File: config.mk
export PLATFORM = sky130hd
export DESIGN_NAME = i2c_master
export DESIGN_NICKNAME = d
export VERILOG_FILES = /design/src/logic/i2c_master_pkg.sv /design/src/logic/i2c_master.sv
export SDC_FILE = /design/constraint.sdc
export NUM_CORES = 1
export LEC_CHECK = 0
export BUFFER_PORTS_ARGS = -buffer_cell sky130_fd_sc_hd__buf_2
export CORE_MARGIN = 2
export CORE_UTILIZATION = 59
export CTS_BUF_LIST = sky130_fd_sc_hd__clkbuf_4 sky130_fd_sc_hd__clkbuf_8
export CTS_CLUSTER_DIAMETER = 150
export CTS_CLUSTER_SIZE = 20
export DETAILED_ROUTE_END_ITERATION = 6
export PLACE_DENSITY = 0.82
export SLEW_MARGIN = 15
export SYNTH_ARGS = -nofsm -noshare
export SYNTH_HDL_FRONTEND = slang
export SYNTH_SLANG_ARGS = --single-unit
File: constraint.sdc
create_clock -name pclk -period 3.3 [get_ports pclk]
set_input_delay 0.165 -clock pclk [delete_from_list [all_inputs] [get_ports pclk]]
set_output_delay 0.165 -clock pclk [all_outputs]
set_load 0.03 [all_outputs]
File: src/logic/i2c_master_pkg.sv
// Package of register map, field layout and timing constants for the I2C master.
package i2c_master_pkg;

  // ----------------------------------------------------------------------------
  // Register offsets (byte addresses)
  // ----------------------------------------------------------------------------
  localparam logic [7:0] OFF_CTRL = 8'h00;
  localparam logic [7:0] OFF_ADDR = 8'h04;
  localparam logic [7:0] OFF_TXDATA = 8'h08;
  localparam logic [7:0] OFF_RXDATA = 8'h0C;
  localparam logic [7:0] OFF_CMD = 8'h10;
  localparam logic [7:0] OFF_STATUS = 8'h14;
  localparam logic [7:0] OFF_IRQ_RAW = 8'h18;
  localparam logic [7:0] OFF_IRQ_EN = 8'h1C;
  localparam logic [7:0] OFF_IRQ_CLR = 8'h20;
  localparam logic [7:0] OFF_IRQ_MASKED = 8'h24;
  localparam logic [7:0] OFF_LINE = 8'h28;
  localparam logic [7:0] OFF_TIMEOUT = 8'h2C;

  // ----------------------------------------------------------------------------
  // Field positions
  // ----------------------------------------------------------------------------
  localparam int CTRL_ENABLE_BIT = 0;
  localparam int CTRL_FAST_BIT = 1;
  localparam int CTRL_IRQ_MASTER_EN_BIT = 2;
  localparam int IRQ_DATA_BIT = 0;
  localparam int IRQ_TIMEOUT_BIT = 1;
  localparam int CMD_START_BIT = 0;
  localparam int CMD_STOP_BIT = 1;
  localparam int CMD_ACK_BIT = 2;

  // ----------------------------------------------------------------------------
  // Reset values and timing
  // ----------------------------------------------------------------------------
  localparam logic [2:0] CTRL_RESET = 3'h0;
  localparam logic [7:0] TIMEOUT_RESET = 8'h00;
  localparam int PCLK_HZ = 40000000;
  localparam int RATE_STD_BPS = 100000;
  localparam int RATE_FAST_BPS = 400000;
  // One quarter of an SCL period per tick.
  localparam int QTR_STD = PCLK_HZ / (4 * RATE_STD_BPS);
  localparam int QTR_FAST = PCLK_HZ / (4 * RATE_FAST_BPS);

  typedef enum logic [1:0] {
    ERR_NONE = 2'h0,
    ERR_ADDR_NACK = 2'h1,
    ERR_DATA_NACK = 2'h2,
    err_code_arbitration_lost = 2'h3
  } err_code_e;

  typedef struct packed {
    logic scl;
    logic sda;
  } line_s;

endpackage : i2c_master_pkg

File: src/logic/i2c_master.sv
// I2C bus master with APB registers, error reporting and maskable interrupts.
// Operation
// - Written transmit byte is next data sent.
// - Enable cleared stops new bus activity.
// - Enable set allows commanded transactions.
// - Exactly one error code after each operation.
// - Fast select gives 400 kbps, else 100.
// - Bit divider derived from peripheral clock.
// - Clearing interrupt drops the interrupt output.
// - Clear mask clears only selected sources.
// - Only enabled sources drive interrupt line.
// - Timeout and data sources, individually maskable.
// - Master interrupt enable gates all sources.
// - Status readable raw and masked.
// - Line state: data bit 1, clock bit 0.
// - 12-bit clock-low timeout, upper 8 programmable.
// - 7-bit address plus read/write direction bit.
//
// Design decisions made here: the register offsets and the APB register port.
`timescale 1ns/1ps
module i2c_master
  import i2c_master_pkg::*;
(
  input wire logic pclk,
  input wire logic presetn,
  input wire logic psel,
  input wire logic penable,
  input wire logic pwrite,
  input wire logic [7:0] paddr,
  input wire logic [31:0] pwdata,
  output logic [31:0] prdata,
  output logic pready,
  output logic pslverr,
  input wire logic scl_i,
  output logic scl_o,
  output logic scl_oe,
  input wire logic sda_i,
  output logic sda_o,
  output logic sda_oe,
  output logic irq
);

  typedef enum logic [6:0] {
    ST_IDLE = 7'b0000001,
    ST_START = 7'b0000010,
    ST_BIT = 7'b0000100,
    ST_ACK = 7'b0001000,
    ST_HOLD = 7'b0010000,
    ST_STOP = 7'b0100000,
    ST_RSTART = 7'b1000000
  } state_e;

  // ----------------------------------------------------------------------------
  // Register bus
  // ----------------------------------------------------------------------------
  logic [2:0] ctrl_q;
  logic [7:0] addr_q;
  logic [7:0] tx_q;
  logic [7:0] rx_q;
  logic [1:0] irq_raw_q;
  logic [1:0] irq_en_q;
  logic [7:0] tmo_q;
  err_code_e err_q;
  line_s line_q;
  logic [31:0] prdata_q;
  logic irq_q;
  state_e state_q;

  wire logic acc = psel && penable;
  wire logic wr = acc && pwrite;
  wire logic wr_ctrl = wr && (paddr == OFF_CTRL);
  wire logic wr_addr = wr && (paddr == OFF_ADDR);
  wire logic wr_tx = wr && (paddr == OFF_TXDATA);
  wire logic wr_cmd = wr && (paddr == OFF_CMD);
  wire logic wr_en = wr && (paddr == OFF_IRQ_EN);
  wire logic wr_clr = wr && (paddr == OFF_IRQ_CLR);
  wire logic wr_tmo = wr && (paddr == OFF_TIMEOUT);
  wire logic busy = (state_q != ST_IDLE);
  wire logic [1:0] irq_masked = irq_raw_q & irq_en_q &
                                {2{ctrl_q[CTRL_IRQ_MASTER_EN_BIT]}};
  wire logic mapped = (paddr[1:0] == 2'h0) && (paddr <= OFF_TIMEOUT);

  logic [31:0] rd_mux;
  always_comb begin
    rd_mux = 32'h0;
    unique case (paddr)
      OFF_CTRL: rd_mux = {29'h0, ctrl_q};
      OFF_ADDR: rd_mux = {24'h0, addr_q};
      OFF_TXDATA: rd_mux = {24'h0, tx_q};
      OFF_RXDATA: rd_mux = {24'h0, rx_q};
      OFF_STATUS: rd_mux = {29'h0, err_q, busy};
      OFF_IRQ_RAW: rd_mux = {30'h0, irq_raw_q};
      OFF_IRQ_EN: rd_mux = {30'h0, irq_en_q};
      OFF_IRQ_MASKED: rd_mux = {30'h0, irq_masked};
      OFF_LINE: rd_mux = {30'h0, line_q.sda, line_q.scl};
      OFF_TIMEOUT: rd_mux = {24'h0, tmo_q};
      default: rd_mux = 32'h0;
    endcase
  end

  assign prdata = prdata_q;
  assign pready = 1'b1;
  assign pslverr = 1'b0;
  assign irq = irq_q;

  // ----------------------------------------------------------------------------
  // Bit-rate divider
  // ----------------------------------------------------------------------------
  logic [7:0] div_q;
  wire logic [7:0] div_top = ctrl_q[CTRL_FAST_BIT] ? 8'(QTR_FAST - 1)
                                                    : 8'(QTR_STD - 1);
  wire logic tick = (div_q == 8'h0);

  // ----------------------------------------------------------------------------
  // Bus engine
  // ----------------------------------------------------------------------------
  logic [1:0] ph_q;
  logic [3:0] bit_q;
  logic [8:0] sh_q;
  logic addr_phase_q;
  logic dir_rd_q;
  logic stop_q;
  logic ack_q;
  logic scl_drv_q;
  logic sda_drv_q;
  logic done_q;
  logic [11:0] tmo_cnt_q;
  logic tmo_evt_q;
  logic tmo_hit_q;

  // Start commands only while enabled; a command in ST_HOLD continues a burst, in other busy states it is ignored.
  wire logic go = wr_cmd && ctrl_q[CTRL_ENABLE_BIT];
  wire logic last_ph = tick && (ph_q == 2'h3);
  wire logic out_bit = sh_q[8];

  always_ff @(posedge pclk or negedge presetn) begin
    if (!presetn) begin
      div_q <= 8'h0;
      ph_q <= 2'h0;
    end else begin
      div_q <= tick ? div_top : div_q - 8'h1;
      ph_q <= (state_q == ST_IDLE) ? 2'h0 : (tick ? ph_q + 2'h1 : ph_q);
    end
  end

  always_ff @(posedge pclk or negedge presetn) begin
    if (!presetn) begin
      state_q <= ST_IDLE;
      bit_q <= 4'h0;
      sh_q <= 9'h0;
      addr_phase_q <= 1'b0;
      dir_rd_q <= 1'b0;
      stop_q <= 1'b0;
      ack_q <= 1'b0;
      scl_drv_q <= 1'b0;
      sda_drv_q <= 1'b0;
      err_q <= ERR_NONE;
      rx_q <= 8'h0;
      done_q <= 1'b0;
    end else begin
      done_q <= 1'b0;
      unique case (state_q)
        ST_IDLE: begin
          scl_drv_q <= 1'b0;
          sda_drv_q <= 1'b0;
          if (go && pwdata[CMD_START_BIT]) begin
            state_q <= ST_START;
            err_q <= ERR_NONE;
            dir_rd_q <= addr_q[0];
            stop_q <= pwdata[CMD_STOP_BIT];
            ack_q <= pwdata[CMD_ACK_BIT];
            sh_q <= {addr_q, 1'b0};
            addr_phase_q <= 1'b1;
          end
        end
        ST_START: if (last_ph) begin
          sda_drv_q <= 1'b1;
          state_q <= ST_BIT;
          bit_q <= 4'h0;
        end
        ST_BIT: begin
          if (tick && ph_q == 2'h0) begin
            scl_drv_q <= 1'b1;
          end
          if (tick && ph_q == 2'h1) begin
            sda_drv_q <= (bit_q == 4'h8) ? (addr_phase_q || !dir_rd_q ? 1'b0 : ack_q)
                         : (addr_phase_q || !dir_rd_q ? !out_bit : 1'b0);
          end
          if (tick && ph_q == 2'h2) begin
            scl_drv_q <= 1'b0;
          end
          if (last_ph) begin
            if (bit_q < 4'h8 && !addr_phase_q && dir_rd_q) begin
              rx_q <= {rx_q[6:0], sda_i};
            end
            // Lost arbitration: released SDA but the bus reads low.
            if (bit_q < 4'h8 && (addr_phase_q || !dir_rd_q) && out_bit && !sda_i) begin
              err_q <= err_code_arbitration_lost;
              sda_drv_q <= 1'b0;
              scl_drv_q <= 1'b0;
              state_q <= ST_IDLE;
              done_q <= 1'b1;
            end else if (bit_q == 4'h8) begin
              state_q <= ST_ACK;
            end
            sh_q <= {sh_q[7:0], 1'b0};
            bit_q <= bit_q + 4'h1;
          end
        end
        ST_ACK: begin
          if ((addr_phase_q || !dir_rd_q) && sda_i) begin
            err_q <= addr_phase_q ? ERR_ADDR_NACK : ERR_DATA_NACK;
            state_q <= ST_STOP;
          end else if (addr_phase_q && !dir_rd_q) begin
            addr_phase_q <= 1'b0;
            sh_q <= {tx_q, 1'b0};
            bit_q <= 4'h0;
            state_q <= ST_BIT;
          end else if (addr_phase_q) begin
            addr_phase_q <= 1'b0;
            bit_q <= 4'h0;
            state_q <= ST_BIT;
          end else begin
            state_q <= stop_q ? ST_STOP : ST_HOLD;
            done_q <= !stop_q;
          end
        end
        ST_HOLD: if (go) begin
          stop_q <= pwdata[CMD_STOP_BIT];
          ack_q <= pwdata[CMD_ACK_BIT];
          sh_q <= {tx_q, 1'b0};
          bit_q <= 4'h0;
          if (pwdata[CMD_START_BIT]) begin
            state_q <= ST_RSTART;
          end else if (!pwdata[CMD_STOP_BIT] || pwdata[CMD_ACK_BIT]) begin
            state_q <= ST_BIT;
          end else begin
            state_q <= ST_STOP;
          end
        end else if (wr_ctrl && !pwdata[CTRL_ENABLE_BIT]) begin
          state_q <= ST_STOP;
        end
        ST_RSTART: begin
          if (tick && ph_q == 2'h0) begin
            scl_drv_q <= 1'b1;
          end
          if (tick && ph_q == 2'h1) begin
            sda_drv_q <= 1'b0;
          end
          if (tick && ph_q == 2'h2) begin
            scl_drv_q <= 1'b0;
          end
          if (last_ph) begin
            sda_drv_q <= 1'b1;
            dir_rd_q <= addr_q[0];
            sh_q <= {addr_q, 1'b0};
            addr_phase_q <= 1'b1;
            state_q <= ST_BIT;
          end
        end
        ST_STOP: begin
          if (tick && ph_q == 2'h0) begin
            scl_drv_q <= 1'b1;
          end
          if (tick && ph_q == 2'h1) begin
            sda_drv_q <= 1'b1;
          end
          if (tick && ph_q == 2'h2) begin
            scl_drv_q <= 1'b0;
          end
          if (last_ph) begin
            sda_drv_q <= 1'b0;
            state_q <= ST_IDLE;
            done_q <= 1'b1;
          end
        end
        default: state_q <= ST_IDLE;
      endcase
    end
  end

  // ----------------------------------------------------------------------------
  // Clock-low timeout and line state
  // ----------------------------------------------------------------------------
  wire logic tmo_hit = (tmo_q != 8'h0) && (tmo_cnt_q[11:4] == tmo_q);

  always_ff @(posedge pclk or negedge presetn) begin
    if (!presetn) begin
      tmo_cnt_q <= 12'h0;
      tmo_evt_q <= 1'b0;
      tmo_hit_q <= 1'b0;
      line_q <= '0;
    end else begin
      line_q <= '{scl: scl_i, sda: sda_i};
      tmo_hit_q <= tmo_hit;
      tmo_evt_q <= tmo_hit && !tmo_hit_q;
      if (scl_i || tmo_hit) begin
        tmo_cnt_q <= scl_i ? 12'h0 : tmo_cnt_q;
      end else if (tick) begin
        tmo_cnt_q <= tmo_cnt_q + 12'h1;
      end
    end
  end

  // ----------------------------------------------------------------------------
  // Registers and interrupts
  // ----------------------------------------------------------------------------
  wire logic [1:0] irq_set = {tmo_evt_q, done_q};
  wire logic [1:0] irq_clr = wr_clr ? pwdata[1:0] : 2'h0;

  always_ff @(posedge pclk or negedge presetn) begin
    if (!presetn) begin
      ctrl_q <= CTRL_RESET;
      addr_q <= 8'h0;
      tx_q <= 8'h0;
      irq_en_q <= 2'h0;
      irq_raw_q <= 2'h0;
      tmo_q <= TIMEOUT_RESET;
      prdata_q <= 32'h0;
      irq_q <= 1'b0;
    end else begin
      if (wr_ctrl) ctrl_q <= pwdata[2:0];
      if (wr_addr) addr_q <= pwdata[7:0];
      if (wr_tx) tx_q <= pwdata[7:0];
      if (wr_en) irq_en_q <= pwdata[1:0];
      if (wr_tmo) tmo_q <= pwdata[7:0];
      irq_raw_q <= (irq_raw_q & ~irq_clr) | irq_set;
      irq_q <= |(((irq_raw_q & ~irq_clr) | irq_set) & irq_en_q &
                 {2{wr_ctrl ? pwdata[CTRL_IRQ_MASTER_EN_BIT]
                            : ctrl_q[CTRL_IRQ_MASTER_EN_BIT]}});
      if (psel && !penable && !pwrite) prdata_q <= mapped ? rd_mux : 32'h0;
    end
  end

  assign scl_o = 1'b0;
  assign sda_o = 1'b0;
  assign scl_oe = scl_drv_q;
  assign sda_oe = sda_drv_q;

endmodule : i2c_master

==> results of run 1 <==
[registers in the layout (all words and copies together), names as in the netlist, 3 cells and up]
name and cells:
sh_q 8, tx_q 8, state_q 7, rx_q 8, ctrl_q 3, bit_q 4
tmo_cnt_q 12, addr_q 8, div_q 8, tmo_q 8, prdata 8
[cells in the mapped netlist, drive strengths merged, types with 7 or more instances]
cell      n
dfrtp   101
nand2    71
nor2     41
mux2     40
o21ai    39
buf      34
xnor2    17
a21oi    15
nor3     15
nand3    14
a22oi    13
inv      12
a221oi    8
ha        8
nand4     8
nor4      8
nor4b     8
and3      7
clkbuf    7
[cell type report]
| cell class | instances | area [sq um] | share of cell area, % |
|---|---|---|---|
| tap | 111 | 139 | 2.32 |
| clock inverter | 6 | 40.0 | 0.668 |
| clock buffer | 9 | 124 | 2.07 |
| multi-input combinational | 421 | 2790 | 46.5 |
| inverter | 12 | 45.0 | 0.751 |
| timing repair buffer | 51 | 308 | 5.13 |
| sequential | 102 | 2550 | 42.6 |
[critical path: stages, from the launching register on]
cell and delay, ns:
dfrtp_1 0.48, or4_4 0.60, or4b_4 0.57, a41o_1 0.28, o2111ai_4 0.15, a211oi_4 0.10, buf_4 0.22, mux2_4 0.31
[layout by cell type, fill, tap and decap left out, types with 13 or more instances in the layout]
master / n
a21oi_1: 14
a22oi_1: 13
buf_2: 32
buf_4: 17
conb_1: 28
dfrtp_1: 101
mux2_2: 30
nand2_1: 71
nand3_1: 14
nor2_1: 41
nor3_1: 15
o21ai_0: 36
xnor2_1: 17
[per-stage QoR]
step	hold slack, ns	cell area [sq um]	util, %	setup slack (ns)
finish	0.0541	6000	65.2	0.486
detailed placement	0.344	5810	63.2	0.502
global placement	0.338	5810	63.2	0.556
global route	0.0480	6000	65.2	0.322
floorplan	-0.131	5670	-	0.680
CTS	0.0462	6000	65.2	0.473
[metal layers]
layer	global-route usage, %	vias to the layer above
met2	44.3	169
li1	-	2049
met5	0	-
met1	34.3	2168
met3	5.66	35
met4	9.46	0
[cell families (layout without fill, tap and decap cells)]
group / Yosys count / count (layout)
DFF: 102 / 102
other: 2 / 28
muxes: 42 / 42
and+or+nand+nor: 205 / 205
AOI/OAI and AO/OA: 116 / 116
buffers and inverters: 53 / 78
adders and majority gates: 8 / 8
xor gates and xnor gates: 22 / 22
[where the power goes]
part	switching [mW]	total (mW)	internal (mW)
clock	0.432	0.701	0.269
sequential	0.163	1.53	1.37
combinational	0.559	0.940	0.382
[final timing paths]
path | end | cells past startpoint | slack (ns)
worst max-delay path | sh_q[1] | 7 | 0.49
worst min-delay path | line_q[1] | 1 | 0.05
worst max register to register | sh_q[1] | 7 | 0.49
worst min register to register | tmo_evt_q | 1 | 0.42
max in group asynchronous | rx_q[2] | 3 | 2.03
min in group asynchronous | div_q[6] | 2 | 0.43
[what timing repair did]
item,in CTS,in global routing
endpoints found under the hold margin,68,0
resized for setup,0,0
hold buffers,2,0
==> impl_metrics.tcl, run 1 <==
set metrics [dict create \
    worst_setup_path_start_kind "flop" \
    synth_async_sr_flop_share_pct 100 \
    holdCritPathClass "in -> reg" \
    hold_path.startpoint "scl_i" \
    drt.antenna.violating_nets 0 \
    number_of_warning_messages_in_the_yosys_log 0 \
    place.detailed.instances 695 \
    max_clock_freq_ghz 0.355 \
    gr_overflow_total 0 \
    routed_wl_mm 12.7 \
    die_x_microns 101 \
    synthDominantCellAreaShare_pct 45.4 \
    setup.worst_path.start "state_q[2]" \
    final-hold-violation-count 0 \
    drt_iter0_drc 228 \
    clock_insertion_delay_worst_skew_ns 0.37 \
    max_h_tree_level 3 \
    grt_setup_unrepaired "false" \
    timing.rr.start "state_q[2]" \
    filler_cell_count 757 \
    fin_skew_ns 0.0118 \
    netlist-cell-type-count 70 \
    vias 4421 \
    core_sq_um 9200 \
    syn2layout_area_growth_pct 7.61 \
    number_of_synthesized_flops_with_an_enable_pin 0 \
    die_area_sq_um 10200 \
    route.layer.met1.wl_mm 5.34 \
    cts_buffer_depth 2 \
    tightest_slew_ns 1.05 \
    cts_tree "yes" \
    post_cts_buffers 0 \
    critical_path_class "reg -> reg" \
    syn-mean-instance-area_sq_um 10.1 \
    synthesis.area_sq_um 5570 \
    design.final.nets 652 \
    power_density_nw_per_um2 529 \
    number_of_global_route_vias_before_repair 4348 \
    yosysTopAreaCell "dfrtp_1" \
    cts_made_buffers 9 \
    met2_wirelength_mm 6.26 \
    post_synth_main_area_contributors "dfrtp_1 (45%), mux2_2 (6.1%), nand2_1 (4.8%), buf_4 (3.8%), o21ai_0 (3.2%)" \
    synth_top_flop_cell "dfrtp_1" \
    cts.sink_count 102 \
    timing.final.crit_share_pct 85.3 \
    simple_gate_share_of_the_synthesized_area_pct 19.4 \
    path_clk_slew_ns 0.09 \
    drv.max_cap_violation_count 0 \
    num_rows 35 \
    dr_wl_met3_microns 746 \
    synth_top_family_by_area "simple AND/OR/NAND/NOR gates" \
    total_power_mw 3.17 \
    synth_xor_xnor_area_share_pct 3.46 \
    endpoint_kind "flop" \
    routed_via_density 6.21 \
    arrival_ns 3.07 \
    worst_ir_drop_vdd_v 0.000270 \
    ys_ff_latch 102 \
    drt_pass1_iterations 5 \
    finalSetupViolations 0 \
    floorplan.initialDensity_pct 60.6 \
    timing.final.crit_period_ns 2.81 \
    critical_path_required_ns 3.55 \
    place.detailed.hpwl_mm 9.45 \
    globalRouteTotalUtil_pct 26.5 \
    cellLeakagePower_nw 2.74 \
    die_h_microns 101 \
    routedWlPerCell_microns 17.8 \
    io_buffer_count 33 \
    register_area_share_after_synthesis_pct 45.8 \
    antenna_cells_inserted 0 \
    drv_slew 0 \
    postSynthCellCount 550 \
    globalplace.congestion 0.947 \
    top_layer_used "met4" \
    cts-root-buf "clkbuf_8" \
    drt_drc_violations_left 0 \
    instances_no_fill 712 \
    ioPinCount 86 \
    adder_cell_area_share_of_the_yosys_netlist_pct 1.80 \
    peak_fanout_along_the_critical_path 8 \
    grt_first_pass_wirelength_mm 21.2 \
    slew_headroom_pct 29.6 \
    fin_tns_setup_ns 0 \
    drive_above_1_share_pct 20.0 \
    synthMuxAreaShare_pct 8.98 \
    grt_max_degree 71 \
    synth_compound_area_share_pct 14.5 \
    number_of_antenna_violations_at_the_first_check_in_global_routing 0 \
    run_status "finished, final reports clean" \
]
No activity file was read; power rests on OpenSTA's default activity.
==> run 2: changes to the inputs <==
--- a/config.mk
+++ b/config.mk
@@ -6,13 +6,15 @@
 export NUM_CORES = 1
 export LEC_CHECK = 0
 export BUFFER_PORTS_ARGS = -buffer_cell sky130_fd_sc_hd__buf_2
+export CELL_PAD_IN_SITES_DETAIL_PLACEMENT = 1
+export CELL_PAD_IN_SITES_GLOBAL_PLACEMENT = 1
 export CORE_MARGIN = 2
-export CORE_UTILIZATION = 59
+export CORE_UTILIZATION = 46
 export CTS_BUF_LIST = sky130_fd_sc_hd__clkbuf_4 sky130_fd_sc_hd__clkbuf_8
 export CTS_CLUSTER_DIAMETER = 150
 export CTS_CLUSTER_SIZE = 20
 export DETAILED_ROUTE_END_ITERATION = 6
-export PLACE_DENSITY = 0.82
+export PLACE_DENSITY = 0.9
 export SLEW_MARGIN = 15
 export SYNTH_ARGS = -nofsm -noshare
 export SYNTH_HDL_FRONTEND = slang
==> run 2 against run 1 <==
Clock-buffer cell count stayed put. Sequential power hardly changed. Power grew 6.3%. Design area increased by 1.3%. Die area is 27% higher. Register-to-register slack got worse by 0.14 ns. Flip-flop and latch count unchanged. Sequential share of layout area is 0.55 points lower. Wire length grew 17%. Worst hold slack got worse by 0.024 ns. Clock power rose by 22%. Critical path type unchanged. Largest power group unchanged.
==> impl_metrics.tcl, run 2 (same netlist as run 1, synthesis figures left out) <==
set metrics [dict create \
    run_status "finished, final reports clean" \
    num_rows 40 \
    routed_via_density 5.96 \
    place.detailed.hpwl_mm 11.1 \
    io_buffer_count 33 \
    drv.max_cap_violation_count 0 \
    arrival_ns 3.23 \
    die_h_microns 114 \
    final-hold-violation-count 0 \
    globalRouteTotalUtil_pct 24.4 \
    timing.hold.ws_ns 0.0302 \
    critical_path_required_ns 3.58 \
    grt_setup_unrepaired "false" \
    endpoint_kind "flop" \
    grt_first_pass_wirelength_mm 24.6 \
    peak_fanout_along_the_critical_path 9 \
    gr_overflow_total 0 \
    ioPinCount 86 \
    grt_max_degree 58 \
    clock_power_share_pct 25.4 \
    leading_cell_type_in_the_layout_fill_and_taps_excluded "dfrtp_1" \
    global_route.peak_usage_layer "met2" \
    number_of_flip_flops_in_the_largest_register 12 \
    floorplan.initialDensity_pct 46.8 \
    drt_drc_violations_left 0 \
    cellInternalPower_mw 2.12 \
    most-common-layout-cells "dfrtp_1 (101), nand2_1 (71), nor2_1 (41)" \
    design.final.nets 650 \
    worst_setup_path_start_kind "flop" \
    die_x_microns 114 \
    cts-root-buf "clkbuf_8" \
    total_switching_power_mw 1.25 \
    routed_wl_mm 14.8 \
    cellLeakagePower_nw 2.75 \
    grt_util_met2_pct 43.1 \
    fin_skew_ns 0.0103 \
    drt.antenna.violating_nets 0 \
    max_clock_freq_ghz 0.339 \
    fin_tns_setup_ns 0 \
    switching_share_pct 37.0 \
    drt_iter0_drc 292 \
    tightest_slew_ns 0.960 \
    global_route.usage.met1_pct 30.0 \
    drive_above_1_share_pct 19.8 \
    cts_made_buffers 9 \
    holdCritPathClass "in -> reg" \
    core_sq_um 11900 \
    combinationalPowerShare_pct 29.1 \
    power_density_nw_per_um2 555 \
    path_clk_slew_ns 0.11 \
    timing.final.crit_period_ns 2.95 \
    finalSetupViolations 0 \
    worst_ir_drop_vdd_v 0.000323 \
    number_of_global_route_vias_before_repair 4722 \
    slew_headroom_pct 35.5 \
    cts_tree "yes" \
    cts.sink_count 102 \
    timing.final.crit_share_pct 89.5 \
    seq_pwr_share_pct 45.5 \
    regMostFlops "tmo_cnt_q" \
    routedWlPerCell_microns 19.8 \
    cts_buffer_depth 2 \
    post_cts_buffers 0 \
    sequential_cell_area_sq_um 2550 \
    globalplace.congestion 0.920 \
    number_of_antenna_violations_at_the_first_check_in_global_routing 0 \
    vias 4450 \
    multi_input_area_sq_um 2790 \
    drv_slew 0 \
    max_h_tree_level 3 \
    antenna_cells_inserted 0 \
    die_area_sq_um 13000 \
    critical_path_class "reg -> reg" \
    drt_pass1_iterations 4 \
    filler_cell_count 1351 \
    clock_insertion_delay_worst_skew_ns 0.39 \
    grt.met3_usage_pct 4.66 \
    syn2layout_area_growth_pct 9.03 \
]
==> run 2: metrics by stage <==
stage / setup WS [ns] / cell area (sq um) / util [%] / power, mW / cells
floorplan: 0.680 / 5670 / - / 2.26 / 576
global placement: 0.466 / 5840 / 49.0 / 2.46 / 729
detailed placement: 0.342 / 5840 / 49.0 / 2.53 / 729
CTS: 0.321 / 6070 / 51.0 / 3.38 / 747
global route: 0.181 / 6070 / 51.0 / 3.56 / 747
finish: 0.346 / 6070 / 51.0 / 3.37 / 747
==> run 2: cell type report <==
| cell class | instances | area share (%) |
|---|---|---|
| clock buffers | 9 | 2.04 |
| repair buffers | 49 | 4.82 |
| well taps | 147 | 3.03 |
| inverters | 12 | 0.742 |
| flip-flops and latches | 102 | 42.0 |
| multi-input cells | 421 | 45.9 |
| clock inverters | 7 | 1.46 |
==> run 2: critical path: stages, from the launching register on <==
cell and delay [ns]:
dfrtp_1 0.43, inv_1 0.07, ha_1 0.21, nor4b_4 0.35
nand3_1 0.36, a221oi_2 0.45, o41ai_1 0.18, a211oi_4 0.23
buf_4 0.24, mux2_4 0.32
==> run 2: final timing paths <==
kind	slack, ns	start	depth (start not counted)	to
setup / recovery	0.35	div_q[0]	9	sh_q[6]
max in group asynchronous	2.08	presetn	3	state_q[0]
min in group asynchronous	0.36	presetn	2	div_q[0]
hold reg to reg	0.43	tmo_hit_q	1	tmo_evt_q
setup reg to reg	0.35	div_q[0]	9	sh_q[6]
hold / removal	0.03	pwdata[6]	2	tx_q[6]
==> run 2: metal layers <==
metal  part of all wire, %  vias to the layer above
met2                    51                      116
li1                      -                     2034
met5                     0                        -
met3                   3.8                       30
met1                    43                     2270
met4                   2.3                        0
==> run 2: what timing repair did <==
action / in CTS / in global routing
resized for setup: 0 / 0
endpoints found under the hold margin: 56 / 0
hold buffers: 2 / 0
==> run 2: power groups by stage <==
stage / Sequential, mW / Clock, mW / Combinational (mW)
3_5_place_dp: 1.55 / 0 / 0.974
4_1_cts: 1.53 / 0.868 / 0.978
6_report: 1.53 / 0.858 / 0.980
3_3_place_gp: 1.54 / 0 / 0.917
2_1_floorplan: 1.48 / 0 / 0.774
5_1_grt: 1.55 / 0.924 / 1.08
